File: src/hdl/ssm_pkg.sv
// Purpose: shared constants and types of the serdes mode and loopback block
// Assumes: one bit of serial data per hclk cycle stands in for the serial clock
// Notes: register map sits on an AHB-Lite slave, one 32-bit word per register
package ssm_pkg;

  localparam int WORD_BITS = 4;
  localparam int ADDR_BITS = 8;
  localparam int COUNT_BITS = 16;

  // register byte offsets
  localparam logic [7:0] CTRL_OFFSET = 8'h00;
  localparam logic [7:0] STATUS_OFFSET = 8'h04;
  localparam logic [7:0] COUNT_OFFSET = 8'h08;

  // control word, rx_path_select_0 in bit 0 upward
  typedef struct packed {
    logic tx_rate_select_1;
    logic tx_rate_select_0;
    logic rx_rate_select_1;
    logic rx_rate_select_0;
    logic double_rate_select;
    logic tx_path_select_1;
    logic tx_path_select_0;
    logic rx_path_select_1;
    logic rx_path_select_0;
  } ssm_ctrl_type;

  localparam int CTRL_BITS = $bits(ssm_ctrl_type);
  // normal flow, divide-by-four clock, 2.5G down and 1.25G up rate selects
  localparam ssm_ctrl_type CTRL_RESET = 9'h16F;

  typedef struct packed {
    logic [18:0] zero;
    logic clock_recovered;
    logic [1:0] tx_mode;
    logic [1:0] rx_mode;
    logic [WORD_BITS-1:0] tx_word;
    logic [WORD_BITS-1:0] rx_word;
  } ssm_status_type;

  typedef struct packed {
    logic [COUNT_BITS-1:0] tx_words;
    logic [COUNT_BITS-1:0] rx_words;
  } ssm_count_type;

  // mode codes are {path_select_0, path_select_1}
  typedef enum logic [1:0] {
    RX_NORMAL_ALT = 2'b00,
    RX_CDR_BYPASS = 2'b01,
    RX_LOCAL_LOOP = 2'b10,
    RX_NORMAL = 2'b11
  } ssm_rx_mode_type;

  typedef enum logic [1:0] {
    TX_REMOTE_SERIAL = 2'b00,
    TX_REMOTE_DATA = 2'b01,
    TX_REMOTE_CLOCK = 2'b10,
    TX_NORMAL = 2'b11
  } ssm_tx_mode_type;

  typedef enum logic [1:0] {
    REG_CTRL = 2'b00,
    REG_STATUS = 2'b01,
    REG_COUNT = 2'b10,
    REG_NONE = 2'b11
  } ssm_reg_type;

  // one serial bit offered to the deserializer
  typedef struct packed {
    logic strobe;
    logic value;
  } ssm_serial_type;

  typedef struct packed {
    ssm_ctrl_type ctrl;
    ssm_reg_type data_reg;
    logic write_phase;
    logic [31:0] hrdata;
    logic hreadyout;
    logic ref_prev;
    logic tx_clock_prev;
    logic [WORD_BITS-1:0] tx_hold;
    logic [WORD_BITS-1:0] tx_shift;
    logic [$clog2(WORD_BITS)-1:0] tx_bit;
    logic secondary_clock;
    logic serial_out;
    logic rec_clock;
    logic rec_data;
    ssm_count_type counts;
  } ssm_top_state_type;

endpackage

File: src/hdl/ssm_deser.sv
// Purpose: 1:N deserializer with parallel clock, normal or double-rate
// Assumes: one offered bit per strobe, first bit lands in the word msb
// Notes: word and clock come straight from flip-flops
`timescale 1ns/1ns

module ssm_deser #(
  parameter int WIDTH = ssm_pkg::WORD_BITS
) (
  input wire logic hclk,
  input wire logic hresetn,
  input wire ssm_pkg::ssm_serial_type serial_in,
  input wire logic double_rate,
  output logic [WIDTH-1:0] word,
  output logic word_valid,
  output logic par_clock
);

  localparam int IDX_BITS = $clog2(WIDTH);
  localparam logic [IDX_BITS-1:0] LAST_IDX = IDX_BITS'(WIDTH - 1);
  localparam logic [IDX_BITS-1:0] HALF_IDX = IDX_BITS'(WIDTH / 2);

  typedef struct packed {
    logic [WIDTH-1:0] shift;
    logic [IDX_BITS-1:0] index;
    logic [WIDTH-1:0] word;
    logic word_valid;
    logic par_clock;
  } ssm_deser_state_type;

  ssm_deser_state_type state;
  ssm_deser_state_type next_state;

  //////////////////////////////////////////////////////////////////////////////

  always_comb begin
    next_state = state;
    next_state.word_valid = 1'b0;
    if (serial_in.strobe) begin
      next_state.shift = {state.shift[WIDTH-2:0], serial_in.value};
      if (state.index == LAST_IDX) begin
        next_state.index = '0;
        next_state.word = {state.shift[WIDTH-2:0], serial_in.value};
        next_state.word_valid = 1'b1;
      end else begin
        next_state.index = state.index + 1'b1;
      end
      if (double_rate) begin
        // one clock period spans two words, data on both edges
        next_state.par_clock = state.par_clock ^ (state.index == LAST_IDX);
      end else begin
        // divide by four: rises mid-word so the word is stable on the edge
        next_state.par_clock = (next_state.index >= HALF_IDX);
      end
    end
  end

  always_ff @(posedge hclk or negedge hresetn) begin
    if (!hresetn) begin
      state <= '0;
    end else begin
      state <= next_state;
    end
  end

  assign word = state.word;
  assign word_valid = state.word_valid;
  assign par_clock = state.par_clock;

endmodule // ssm_deser

File: src/hdl/ssm_top.sv
// Purpose: mode selection and data routing of a 4-bit serdes with loopbacks
// Assumes: one serial bit per hclk; pins are synchronous to hclk
// Notes: path and rate selects live in a control register on AHB-Lite
`timescale 1ns/1ns

module ssm_top (
  input wire logic hclk,
  input wire logic hresetn,
  input wire logic hsel,
  input wire logic [31:0] haddr,
  input wire logic [1:0] htrans,
  input wire logic hwrite,
  input wire logic [2:0] hsize,
  input wire logic [31:0] hwdata,
  input wire logic hready,
  output logic hreadyout,
  output logic hresp,
  output logic [31:0] hrdata,
  input wire logic serial_data_in,
  input wire logic reference_clock,
  input wire logic tx_parallel_clock_in,
  input wire logic [ssm_pkg::WORD_BITS-1:0] tx_data_in,
  output logic serial_data_out,
  output logic [ssm_pkg::WORD_BITS-1:0] rx_data_out,
  output logic rx_parallel_clock_out,
  output logic secondary_parallel_clock_out
);

  localparam int WB = ssm_pkg::WORD_BITS;
  localparam int BIT_IDX = $clog2(WB);
  localparam logic [BIT_IDX-1:0] HALF_BIT = BIT_IDX'(WB / 2);
  localparam logic [ssm_pkg::COUNT_BITS-1:0] COUNT_ONE = 1;

  ssm_pkg::ssm_top_state_type state;
  ssm_pkg::ssm_top_state_type next_state;
  ssm_pkg::ssm_serial_type rx_serial;
  ssm_pkg::ssm_rx_mode_type rx_mode;
  ssm_pkg::ssm_tx_mode_type tx_mode;
  ssm_pkg::ssm_status_type status;
  logic [WB-1:0] rx_word;
  logic rx_word_valid;
  logic rx_par_clock;
  logic serializer_bit;
  logic bypass;
  logic ref_falling;
  logic tx_clock_rising;
  logic bus_request;

  //////////////////////////////////////////////////////////////////////////////
  // register decode, shared by the read and write sides

  function automatic ssm_pkg::ssm_reg_type decode_reg(input logic [31:0] addr);
    ssm_pkg::ssm_reg_type sel;
    sel = ssm_pkg::REG_NONE;
    if (addr[31:ssm_pkg::ADDR_BITS] == '0) begin
      unique case (addr[ssm_pkg::ADDR_BITS-1:0])
        ssm_pkg::CTRL_OFFSET: sel = ssm_pkg::REG_CTRL;
        ssm_pkg::STATUS_OFFSET: sel = ssm_pkg::REG_STATUS;
        ssm_pkg::COUNT_OFFSET: sel = ssm_pkg::REG_COUNT;
        default: sel = ssm_pkg::REG_NONE;
      endcase
    end
    return sel;
  endfunction

  //////////////////////////////////////////////////////////////////////////////
  // mode decode and receive routing

  always_comb begin
    rx_mode = ssm_pkg::ssm_rx_mode_type'({state.ctrl.rx_path_select_0,
                                          state.ctrl.rx_path_select_1});
    tx_mode = ssm_pkg::ssm_tx_mode_type'({state.ctrl.tx_path_select_0,
                                          state.ctrl.tx_path_select_1});
    bypass = (rx_mode == ssm_pkg::RX_CDR_BYPASS);
    ref_falling = state.ref_prev & ~reference_clock;
    tx_clock_rising = ~state.tx_clock_prev & tx_parallel_clock_in;
    serializer_bit = state.tx_shift[WB-1];
    bus_request = hsel & hready & htrans[1];
  end

  always_comb begin
    rx_serial.strobe = 1'b1;
    rx_serial.value = serial_data_in;
    unique case (rx_mode)
      ssm_pkg::RX_NORMAL, ssm_pkg::RX_NORMAL_ALT: begin
        // recovered clock gives one bit per cycle; the reference clock is not used here
        rx_serial.strobe = 1'b1;
        rx_serial.value = serial_data_in;
      end
      ssm_pkg::RX_CDR_BYPASS: begin
        // no synthesizer: reference clock falling edges alone pace the bits
        rx_serial.strobe = ref_falling;
        rx_serial.value = serial_data_in;
      end
      ssm_pkg::RX_LOCAL_LOOP: begin
        rx_serial.strobe = 1'b1;
        rx_serial.value = serializer_bit;
      end
    endcase
  end

  ssm_deser #(
    .WIDTH(WB)
  ) u_deser (
    .hclk(hclk),
    .hresetn(hresetn),
    .serial_in(rx_serial),
    .double_rate(state.ctrl.double_rate_select),
    .word(rx_word),
    .word_valid(rx_word_valid),
    .par_clock(rx_par_clock)
  );

  always_comb begin
    status = '0;
    status.clock_recovered = ~bypass;
    status.tx_mode = tx_mode;
    status.rx_mode = rx_mode;
    status.tx_word = state.tx_hold;
    status.rx_word = rx_word;
  end

  //////////////////////////////////////////////////////////////////////////////
  // next state: transmit path, loopbacks and the bus slave

  always_comb begin
    next_state = state;
    next_state.hreadyout = 1'b1;
    next_state.ref_prev = reference_clock;
    next_state.tx_clock_prev = tx_parallel_clock_in;

    // words are taken on the rising edge of the MAC's parallel clock
    if (tx_clock_rising) begin
      next_state.tx_hold = tx_data_in;
      next_state.counts.tx_words = state.counts.tx_words + 1'b1;
    end

    // 4:1 serializer, msb first; loads on bit zero of each word
    if (state.tx_bit == '0) begin
      next_state.tx_shift = state.tx_hold;
    end else begin
      next_state.tx_shift = {state.tx_shift[WB-2:0], 1'b0};
    end
    next_state.tx_bit = state.tx_bit + 1'b1;
    // low for the first half of a word so it can drive the MAC clock
    next_state.secondary_clock = (next_state.tx_bit >= HALF_BIT);

    // recovered clock and retimed data exist only while recovery runs
    next_state.rec_clock = bypass ? 1'b0 : ~state.rec_clock;
    next_state.rec_data = bypass ? 1'b0 : serial_data_in;

    unique case (tx_mode)
      ssm_pkg::TX_NORMAL: next_state.serial_out = serializer_bit;
      ssm_pkg::TX_REMOTE_SERIAL: next_state.serial_out = serial_data_in;
      ssm_pkg::TX_REMOTE_CLOCK: next_state.serial_out = state.rec_clock;
      ssm_pkg::TX_REMOTE_DATA: next_state.serial_out = state.rec_data;
    endcase

    if (rx_word_valid) begin
      next_state.counts.rx_words = state.counts.rx_words + 1'b1;
    end

    // data phase of a write; a count clear restarts at one on a same-cycle increment
    if (state.write_phase) begin
      unique case (state.data_reg)
        ssm_pkg::REG_CTRL: next_state.ctrl = hwdata[ssm_pkg::CTRL_BITS-1:0];
        ssm_pkg::REG_COUNT: begin
          next_state.counts.tx_words = tx_clock_rising ? COUNT_ONE : '0;
          next_state.counts.rx_words = rx_word_valid ? COUNT_ONE : '0;
        end
        ssm_pkg::REG_STATUS, ssm_pkg::REG_NONE: begin
        end
      endcase
    end

    // address phase; read data is ready for the data phase, zero wait states
    next_state.write_phase = 1'b0;
    if (bus_request) begin
      next_state.data_reg = decode_reg(haddr);
      next_state.write_phase = hwrite;
      if (!hwrite) begin
        unique case (decode_reg(haddr))
          ssm_pkg::REG_CTRL: next_state.hrdata = 32'(next_state.ctrl);
          ssm_pkg::REG_STATUS: next_state.hrdata = status;
          ssm_pkg::REG_COUNT: next_state.hrdata = next_state.counts;
          ssm_pkg::REG_NONE: next_state.hrdata = 32'h0000_0000;
        endcase
      end
    end
  end

  //////////////////////////////////////////////////////////////////////////////
  // state register

  always_ff @(posedge hclk or negedge hresetn) begin
    if (!hresetn) begin
      state <= '0;
      state.ctrl <= ssm_pkg::CTRL_RESET;
      state.data_reg <= ssm_pkg::REG_NONE;
      state.hreadyout <= 1'b1;
    end else begin
      state <= next_state;
    end
  end

  assign hreadyout = state.hreadyout;
  assign hresp = 1'b0;
  assign hrdata = state.hrdata;
  assign serial_data_out = state.serial_out;
  assign rx_data_out = rx_word;
  assign rx_parallel_clock_out = rx_par_clock;
  assign secondary_parallel_clock_out = state.secondary_clock;

endmodule // ssm_top

File: config.mk
export PLATFORM = sky130hd
export DESIGN_NAME = ssm_top
export DESIGN_NICKNAME = d
export VERILOG_FILES = /design/src/hdl/ssm_pkg.sv /design/src/hdl/ssm_deser.sv /design/src/hdl/ssm_top.sv
export SDC_FILE = /design/constraint.sdc
export NUM_CORES = 1
export LEC_CHECK = 0
export ABC_AREA = 1
export BUFFER_PORTS_ARGS = -buffer_cell sky130_fd_sc_hd__buf_2
export CORE_ASPECT_RATIO = 0.7
export CORE_MARGIN = 2
export CORE_UTILIZATION = 36
export CTS_CLUSTER_DIAMETER = 60
export DETAILED_ROUTE_END_ITERATION = 7
export SKIP_LAST_GASP = 1
export SLEW_MARGIN = 20
export SYNTH_ARGS = -nofsm -noshare
export SYNTH_HDL_FRONTEND = slang
export SYNTH_HIERARCHICAL = 1
export SYNTH_SLANG_ARGS = --single-unit
File: constraint.sdc
create_clock -name hclk -period 1.7 [get_ports hclk]
set_input_delay 0.085 -clock hclk [delete_from_list [all_inputs] [get_ports hclk]]
set_output_delay 0.085 -clock hclk [all_outputs]
set_load 0.01 [all_outputs]
Yosys cells after proc, flatten, opt, wreduce, memory -nomap -nowiden
Cells that the tools add are included.
{"block": "totals", "reg_bits": 103, "latchBits": 0, "ram_bits": 0, "mem_bits_ro": 0, "input_bits": 81, "word_cells": 92, "memories": 0}
{"block": "classes", "add_sub_neg": 4, "multipliers": 0, "div_mod_pow": 0, "magnitude_cmp": 2, "n_eq_ne": 13, "n_shift": 0, "n_mux": 25, "bitwise": 10, "reduce_logical": 10}
{"cell": "$pmux 32 s4", "count": 1}
{"cell": "$mux 32", "count": 3}
{"cell": "$mux 33", "count": 1}
{"cell": "$add 16x1->16 const B", "count": 2}
{"cell": "$mux 16", "count": 2}
{"cell": "$logic_not 24->1", "count": 1}
{"cell": "$mux 9", "count": 2}
{"cell": "$eq 2x2->1 const B", "count": 8}
{"cell": "$mux 2", "count": 6}
{"cell": "$pmux 2 s3", "count": 2}
{"cell": "$logic_not 2->1", "count": 5}
{"cell": "$eq 8x3->1 const B", "count": 1}
{"cell": "$eq 8x4->1 const B", "count": 1}
{"cell": "$logic_not 8->1", "count": 1}
{"cell": "$eq 2x1->1 const B", "count": 3}
{"cell": "$mux 1", "count": 6}
{"cell": "$not 1->1", "count": 5}
{"cell": "$add 2x1->2 const B", "count": 2}
{"cell": "$and 1x1->1", "count": 4}
{"cell": "$ge 2x2->1 const B", "count": 2}
{"cell": "$mux 4", "count": 1}
{"cell": "$pmux 1 s4", "count": 1}
{"cell": "$reduce_and 2->1", "count": 2}
{"cell": "$reduce_or 2->1", "count": 1}
{"cell": "$xor 1x1->1", "count": 1}

Logic depth before layout (Yosys ltp)
Gate-level depths: netlist of run 1.
{"block": "logic_depth", "word_depth": 9, "depth_mapped": 12}

Cells and area by module
Netlist of run 1, hierarchy kept.
{"module": "ssm_top", "instances": 1, "cells_per_inst": 611, "area_per_inst_um2": 4914.7, "seq_area_each_um2": 2288.4}
{"module": "ssm_deser", "instances": 1, "cells_per_inst": 56, "area_per_inst_um2": 479.2, "seq_area_each_um2": 275.3}

Least setup slack after synthesis of run 1
No wires, ideal clock.
{"block": "synth_timing", "path_type": "reg-to-reg", "startpoint": "register state, in the netlist rx_mode[0]", "endpoint": "register u_deser.state, in the netlist u_deser/par_clock", "setup_ns": 0.117, "arrival_time_ns": 1.546, "required_time_ns": 1.583, "path_slack_ns": 0.037, "stages_incl_launch_ff": 9, "period_less_slack_ns": 1.663, "cell_sequence": "dfstp_2 inv_1 ha_1 a211o_1 buf_4 inv_1 nor2_1 nor2_1 nor2_1"}
{"element": "start: declaration", "line_no": "ssm_top.sv:34", "rtl": "ssm_pkg::ssm_top_state_type state;"}
{"element": "start signal: assignment", "line_no": "ssm_top.sv:202", "rtl": "state <= next_state;"}
{"element": "end signal: assignment", "line_no": "ssm_deser.sv:61", "rtl": "state <= next_state;"}
{"element": "end: declaration", "line_no": "ssm_deser.sv:30", "rtl": "ssm_deser_state_type state;"}

==> results of run 1 <==
==> where the power goes <==
group / switching (mW) / internal, mW
Clock: 0.913 / 1.05
Sequential: 0.324 / 2.87
Combinational: 0.893 / 0.679
==> cell usage after synthesis (6+ instances only) <==
cell type	instances	area, sq um
buf_4	39	292.8
inv_1	83	311.6
dfrtp_1	93	2327
dfstp_2	9	236.5
nand4_1	10	62.56
nand3_1	39	195.2
mux2_2	7	78.83
o21ai_0	17	85.08
o21ai_1	13	65.06
nor2_1	59	221.5
ha_1	6	75.07
a21oi_1	13	65.06
nand2_1	211	792.0
nor2_2	11	68.82
nor2_4	9	101.4
==> layout by cell type, fill, tap and decap left out, types with 4 or more instances in the layout <==
cell type,n
buf_4,16
nand2_1,208
nor3_1,4
nand4_1,10
mux2_2,7
dfstp_2,9
nor2_4,10
o21ai_0,14
o21ai_1,15
inv_1,79
nor2_2,15
a21oi_1,13
nand3_1,39
dlygate4sd3_1,12
nand2_2,5
nor2_1,54
inv_2,9
buf_6,4
xor2_1,4
nand3_2,5
buf_2,92
dfrtp_1,93
clkbuf_16,9
==> tightest hold or removal path: stages <==
cell     delay (ps)
buf_2           100
o21ai_2          70
inv_1            50
==> routing by layer <==
metal | up-vias | track usage (%)
met5 | - | 0
met4 | 0 | 3.639
met3 | 4 | 2.876
met2 | 57 | 24.19
met1 | 1945 | 25.18
li1 | 2211 | -
==> sequential cells by signal, summed over array words and instances, names as in the netlist <==
name,count
u_deser/word_valid,1
u_deser/word,4
u_deser/par_clock,1
secondary_parallel_clock_out,1
hrdata,32
serial_data_out,1
u_deser/state,5
rx_mode,2
serializer_bit,1
state,54
==> cell families after synthesis <==
logic type / Yosys count / share of synthesized area [%]
AND/OR/NAND/NOR: 365 / 32.15
buffers and inverters: 136 / 12.41
flip-flops: 102 / 47.53
AO/OA/AOI/OAI: 45 / 4.268
multiplexers: 7 / 1.461
adder cells (fa/ha/maj): 6 / 1.392
XOR/XNOR: 4 / 0.6494
other: 2 / 0.1392
==> timing repair <==
item | CTS | global route
gates resized for setup | 0 | 25
hold buffers | 12 | 0
hold endpoints to repair | 42 | 0
buffers inserted | 0 | 4
endpoints found under the setup margin | 0 | 17
==> final cells by class <==
| cell class | instances | area (sq um) |
|---|---|---|
| clock buffer | 13 | 250.2 |
| clock inverter | 3 | 27.53 |
| fill | 1507 | 8257 |
| inverter | 88 | 330.3 |
| multi-input combinational | 429 | 2217 |
| sequential | 102 | 2564 |
| tap | 195 | 244.0 |
| timing repair buffer | 126 | 785.8 |
==> per-stage QoR <==
stage          setup slack, ps  instance area (sq um)  utilization (%)  hold WS (ps)  TNS, ps
2_1_floorplan            37.06                   5394                -        -210.6        0
3_3_place_gp             53.88                   5914            40.30         124.0        0
3_5_place_dp             36.54                   5914            40.30         119.5        0
4_1_cts                  30.11                   6312            43.01         2.089        0
5_1_grt                 -7.531                   6419            43.74         1.894   -30.93
6_report                 94.42                   6419            43.74        -4.749        0
==> path summary, 6_finish.rpt <==
| path | from | end | slack (ps) | cells after the start |
|---|---|---|---|---|
| max | state[82] | hrdata[4] | 90 | 8 |
| min in group asynchronous | hresetn | hrdata[15] | 290 | 2 |
| min reg2reg | state[36] | state[36] | 410 | 1 |
| min | hwdata[0] | rx_mode[1] | -5 | 3 |
| max in group asynchronous | hresetn | rx_mode[1] | 750 | 3 |
| max reg2reg | state[82] | hrdata[4] | 90 | 8 |
==> flow_summary.json, run 1 <==
{
  "fin_crit_ps": 1606,
  "leakage_nw": 3.523,
  "finalSetupViolCount": 0,
  "grt_max_degree": 42,
  "min_path_type": "in2reg",
  "drc_errors": 0,
  "timing.final.max_slew_violations": 0,
  "worstPathArrival_ps": 1850,
  "tightest_slew_ps": 555.4,
  "synth_seq_area_share_pct": 47.53,
  "syn_to_final_growth_pct": 19.00,
  "cp.required_ps": 1940,
  "initial_core_util_pct": 36.76,
  "fp.coreArea_sq_um": 14680,
  "status": "complete, but fails checks",
  "rsz0062_at_grt": "true",
  "wl_met1_um": 6438,
  "finalCritPeriodShare_pct": 94.45,
  "numCtsBuffers": 9,
  "pin_count": 122,
  "synth_ff_type": "dfrtp_1",
  "worstPathMaxFanout": 12,
  "drive_gt1_share_pct": 26.68,
  "overflow": 0,
  "clock_latency_ps": 350,
  "cp_top_family": "flip-flops",
  "finalWirelength_um": 12200,
  "drtIter0Drc": 280,
  "syn_area_sq_um": 5394,
  "htreeDepth": 3,
  "final_cells": 956,
  "ant_nets": 0,
  "drt_first_pass_iters": 4,
  "synthCells": 667,
  "numClockSinks": 102,
  "route.met3.wl_um": 379,
  "synth-seq-cells": 102,
  "crit_buf_inv": 2,
  "syn_nets": 754,
  "setup.worst_path.start_class": "register",
  "max_stage_delay_ps": 530,
  "antenna_found_initial": 0,
  "crit_top_cell": "nand2_1",
  "grt_pass1_vias": 4106,
  "dp_cells": 923,
  "fmax_mhz": 622.8,
  "rows": 37,
  "finalPower_mw": 6.725,
  "yosysWarnings": 6,
  "grt_usage_pct": 16.46,
  "slowest_stage": "dfstp_2",
  "dieArea_sq_um": 15990,
  "critical_path_class": "reg2reg",
  "dr_wl_met2_um": 5322,
  "dr_total_vias": 4217,
  "hpwl_um": 9075,
  "final_nets": 843,
  "path_cells": "inv_1 -> nand3b_1 -> buf_6 -> mux2_2 -> nand2_1 -> nand2_1 -> nand2_1 -> nand2_1",
  "avgSynthCellArea_sq_um": 8.087,
  "grt_first_pass_wirelength_um": 20710,
  "dr.max_layer_used": "met4",
  "vias_per_cell": 4.411,
  "portBuffers": 92,
  "maxCapViolCount": 0,
  "ir_worst_vdd_mv": 0.5109,
  "relSlewSlack_pct": 62.97,
  "finalHoldViolCount": 1,
  "cp-end-kind": "register",
  "async_flop_share_pct": 100.0,
  "violations": "negative hold slack",
  "worst_hold_slack_ps": -4.749,
  "die_y_um": 106.4,
  "synth_cell_types": 34,
  "clk_pin_slew_ps": 70,
  "cts_max_path_buffers": 2,
  "cts_tree": "yes",
  "power_per_cell_area_nw_per_um2": 1048,
  "fin_worst_skew_ps": 8.235,
  "diodes": 0,
  "die_w_um": 150.3,
  "synth_edf_count": 0,
  "cts_root_buf": "clkbuf_16",
  "gp_congestion": 0.8094,
  "wl_per_cell_um": 12.76
}
Power figures use the tool's default switching activity.
==> run 2, diff against run 1 <==
--- a/config.mk
+++ b/config.mk
@@ -12,6 +12,7 @@
 export CORE_UTILIZATION = 36
 export CTS_CLUSTER_DIAMETER = 60
 export DETAILED_ROUTE_END_ITERATION = 7
+export PLACE_DENSITY = 0.69
 export SKIP_LAST_GASP = 1
 export SLEW_MARGIN = 20
 export SYNTH_ARGS = -nofsm -noshare
==> run 2 against run 1 <==
  * The run now ends clean
  * Sequential share of layout area shrank 0.42 points
  * Global-route usage is 0.33 points lower
  * Non-clock buffer count stayed put
  * Clock skew is 2.2 ps higher
  * Die area is the same
  * Combinational power about the same
  * Worst hold slack improved by 13 ps
==> flow_summary.json, run 2 (synthesis results as in run 1) <==
{
  "status": "complete, no violations",
  "rsz0062_at_grt": "true",
  "wl_per_cell_um": 12.53,
  "portBuffers": 92,
  "cts_tree": "yes",
  "leakage_nw": 3.557,
  "finalCritPeriodShare_pct": 96.78,
  "dp_cells": 919,
  "p_clk_share_pct": 31.2,
  "min_path_type": "in2reg",
  "syn_to_final_growth_pct": 20.25,
  "die_w_um": 150.3,
  "final_common_cell": "nand2_1",
  "fin_setup_tns_ps": 0,
  "pin_count": 122,
  "max_stage_delay_ps": 550,
  "die_y_um": 106.4,
  "grt_max_degree": 103,
  "crit_path_end": "u_deser/par_clock",
  "clock_latency_ps": 350,
  "diodes": 0,
  "antenna_found_initial": 0,
  "cp-end-kind": "register",
  "slowest_stage": "dfstp_2",
  "tightest_slew_ps": 539.5,
  "maxCapViolCount": 0,
  "hpwl_um": 8613,
  "drt_first_pass_iters": 4,
  "cts_root_buf": "clkbuf_16",
  "overflow": 0,
  "startpoint": "rx_mode[1]",
  "fin_worst_skew_ps": 10.43,
  "fin_crit_ps": 1645,
  "placed_area_sq_um": 5909,
  "grt_usage_pct": 16.13,
  "rrSetupSlack_ps": 50,
  "cts_max_path_buffers": 2,
  "final_nets": 843,
  "fmax_mhz": 607.8,
  "largest_register": "state",
  "timing.final.max_slew_violations": 0,
  "swShare_pct": 31.40,
  "worstPathMaxFanout": 9,
  "relSlewSlack_pct": 64.03,
  "finalPower_mw": 6.926,
  "path_cells": "inv_2 -> ha_4 -> inv_2 -> nor2_1 -> a211o_1 -> buf_4 -> nand2_1 -> nand2_1 -> nor2_1",
  "ant_nets": 0,
  "power.switching_mw": 2.175,
  "numClockSinks": 102,
  "finalWirelength_um": 11980,
  "ir_worst_vdd_mv": 0.6399,
  "initial_core_util_pct": 36.76,
  "critical_path_class": "reg2reg",
  "drc_errors": 0,
  "utilization_pct": 44.20,
  "dp_slack_ps": 28.80,
  "fp.coreArea_sq_um": 14680,
  "worst_hold_slack_ps": 8.218,
  "final_cells": 956,
  "grt_first_pass_wirelength_um": 20530,
  "rows": 37,
  "dr_total_vias": 4348,
  "vias_per_cell": 4.548,
  "numCtsBuffers": 9,
  "drive_gt1_share_pct": 26.81,
  "r2r_start": "rx_mode[1]",
  "pwr-share-comb_pct": 22.9,
  "seqPwrFrac_pct": 45.9,
  "grt_pass1_vias": 4183,
  "largest_reg_flops": 54,
  "power.internal_mw": 4.751,
  "layout_setup_ws_ps": 54.79,
  "clk_pin_slew_ps": 70,
  "r2r_cells": 9,
  "finalHoldViolCount": 0,
  "drtIter0Drc": 230,
  "setup.worst_path.start_class": "register",
  "min_from": "hwdata[5]",
  "htreeDepth": 3,
  "finalSetupViolCount": 0,
  "final_area_sq_um": 6486,
  "r2r_end": "u_deser/par_clock",
  "dieArea_sq_um": 15990,
  "worstPathArrival_ps": 1930,
  "cp.required_ps": 1980,
  "final_cell_mix": "208 x nand2_1, 93 x dfrtp_1, 91 x buf_2",
  "gp_congestion": 0.8229,
  "power_per_cell_area_nw_per_um2": 1068
}
==> run 2: how the worst min path moves through the flow <==
stage                            to  slack, ps  cells after the start
after floorplan           hrdata[0]       -210                      0
after global placement    state[81]        200                      2
after detailed placement  hrdata[7]        190                      2
after CTS                 state[89]       0.08                      2
after global routing      state[87]         20                      3
final                     state[89]          8                      2
==> run 2: repair_timing <==
item | in CTS | in global routing
gates resized for setup | 0 | 23
hold buffers | 13 | 0
endpoints found under the setup margin | 0 | 16
endpoints found under the hold margin | 105 | 0
buffers inserted | 0 | 8
==> run 2: power groups by stage <==
| stage | logic, mW | registers [mW] | clock network, mW |
|---|---|---|---|
| final | 1.59 | 3.18 | 2.16 |
| after global routing | 1.83 | 3.24 | 2.31 |
| after CTS | 1.41 | 3.18 | 2.20 |
| after detailed placement | 1.39 | 3.22 | 0 |
| after global placement | 1.35 | 3.21 | 0 |
| after floorplan | 1.01 | 3.13 | 0 |
==> run 2: final cells by class <==
type / instances / area (sq um)
clock buffer: 10 / 239.0
clock inverter: 6 / 77.57
fill: 1437 / 8189
inverter: 88 / 330.3
multi-input combinational: 429 / 2227
sequential: 102 / 2564
tap: 195 / 244.0
timing repair buffer: 126 / 804.5
==> run 2: layer usage <==
metal / wire length [um] / part of all wire, % / GRT usage, %
met5: 0 / 0 / 0
met4: 139 / 1.2 / 3.908
met3: 649 / 5.4 / 3.519
met2: 5195 / 43 / 23.60
met1: 5994 / 50 / 24.14
==> run 2: worst max-delay path, delay by kind of cell (launching register included) <==
family / cells / cell delay (ps)
AND/OR/NAND/NOR: 4 / 220
flip-flops: 1 / 550
adder cells (fa/ha/maj): 1 / 160
buffers and inverters: 3 / 310
AO/OA/AOI/OAI: 1 / 350
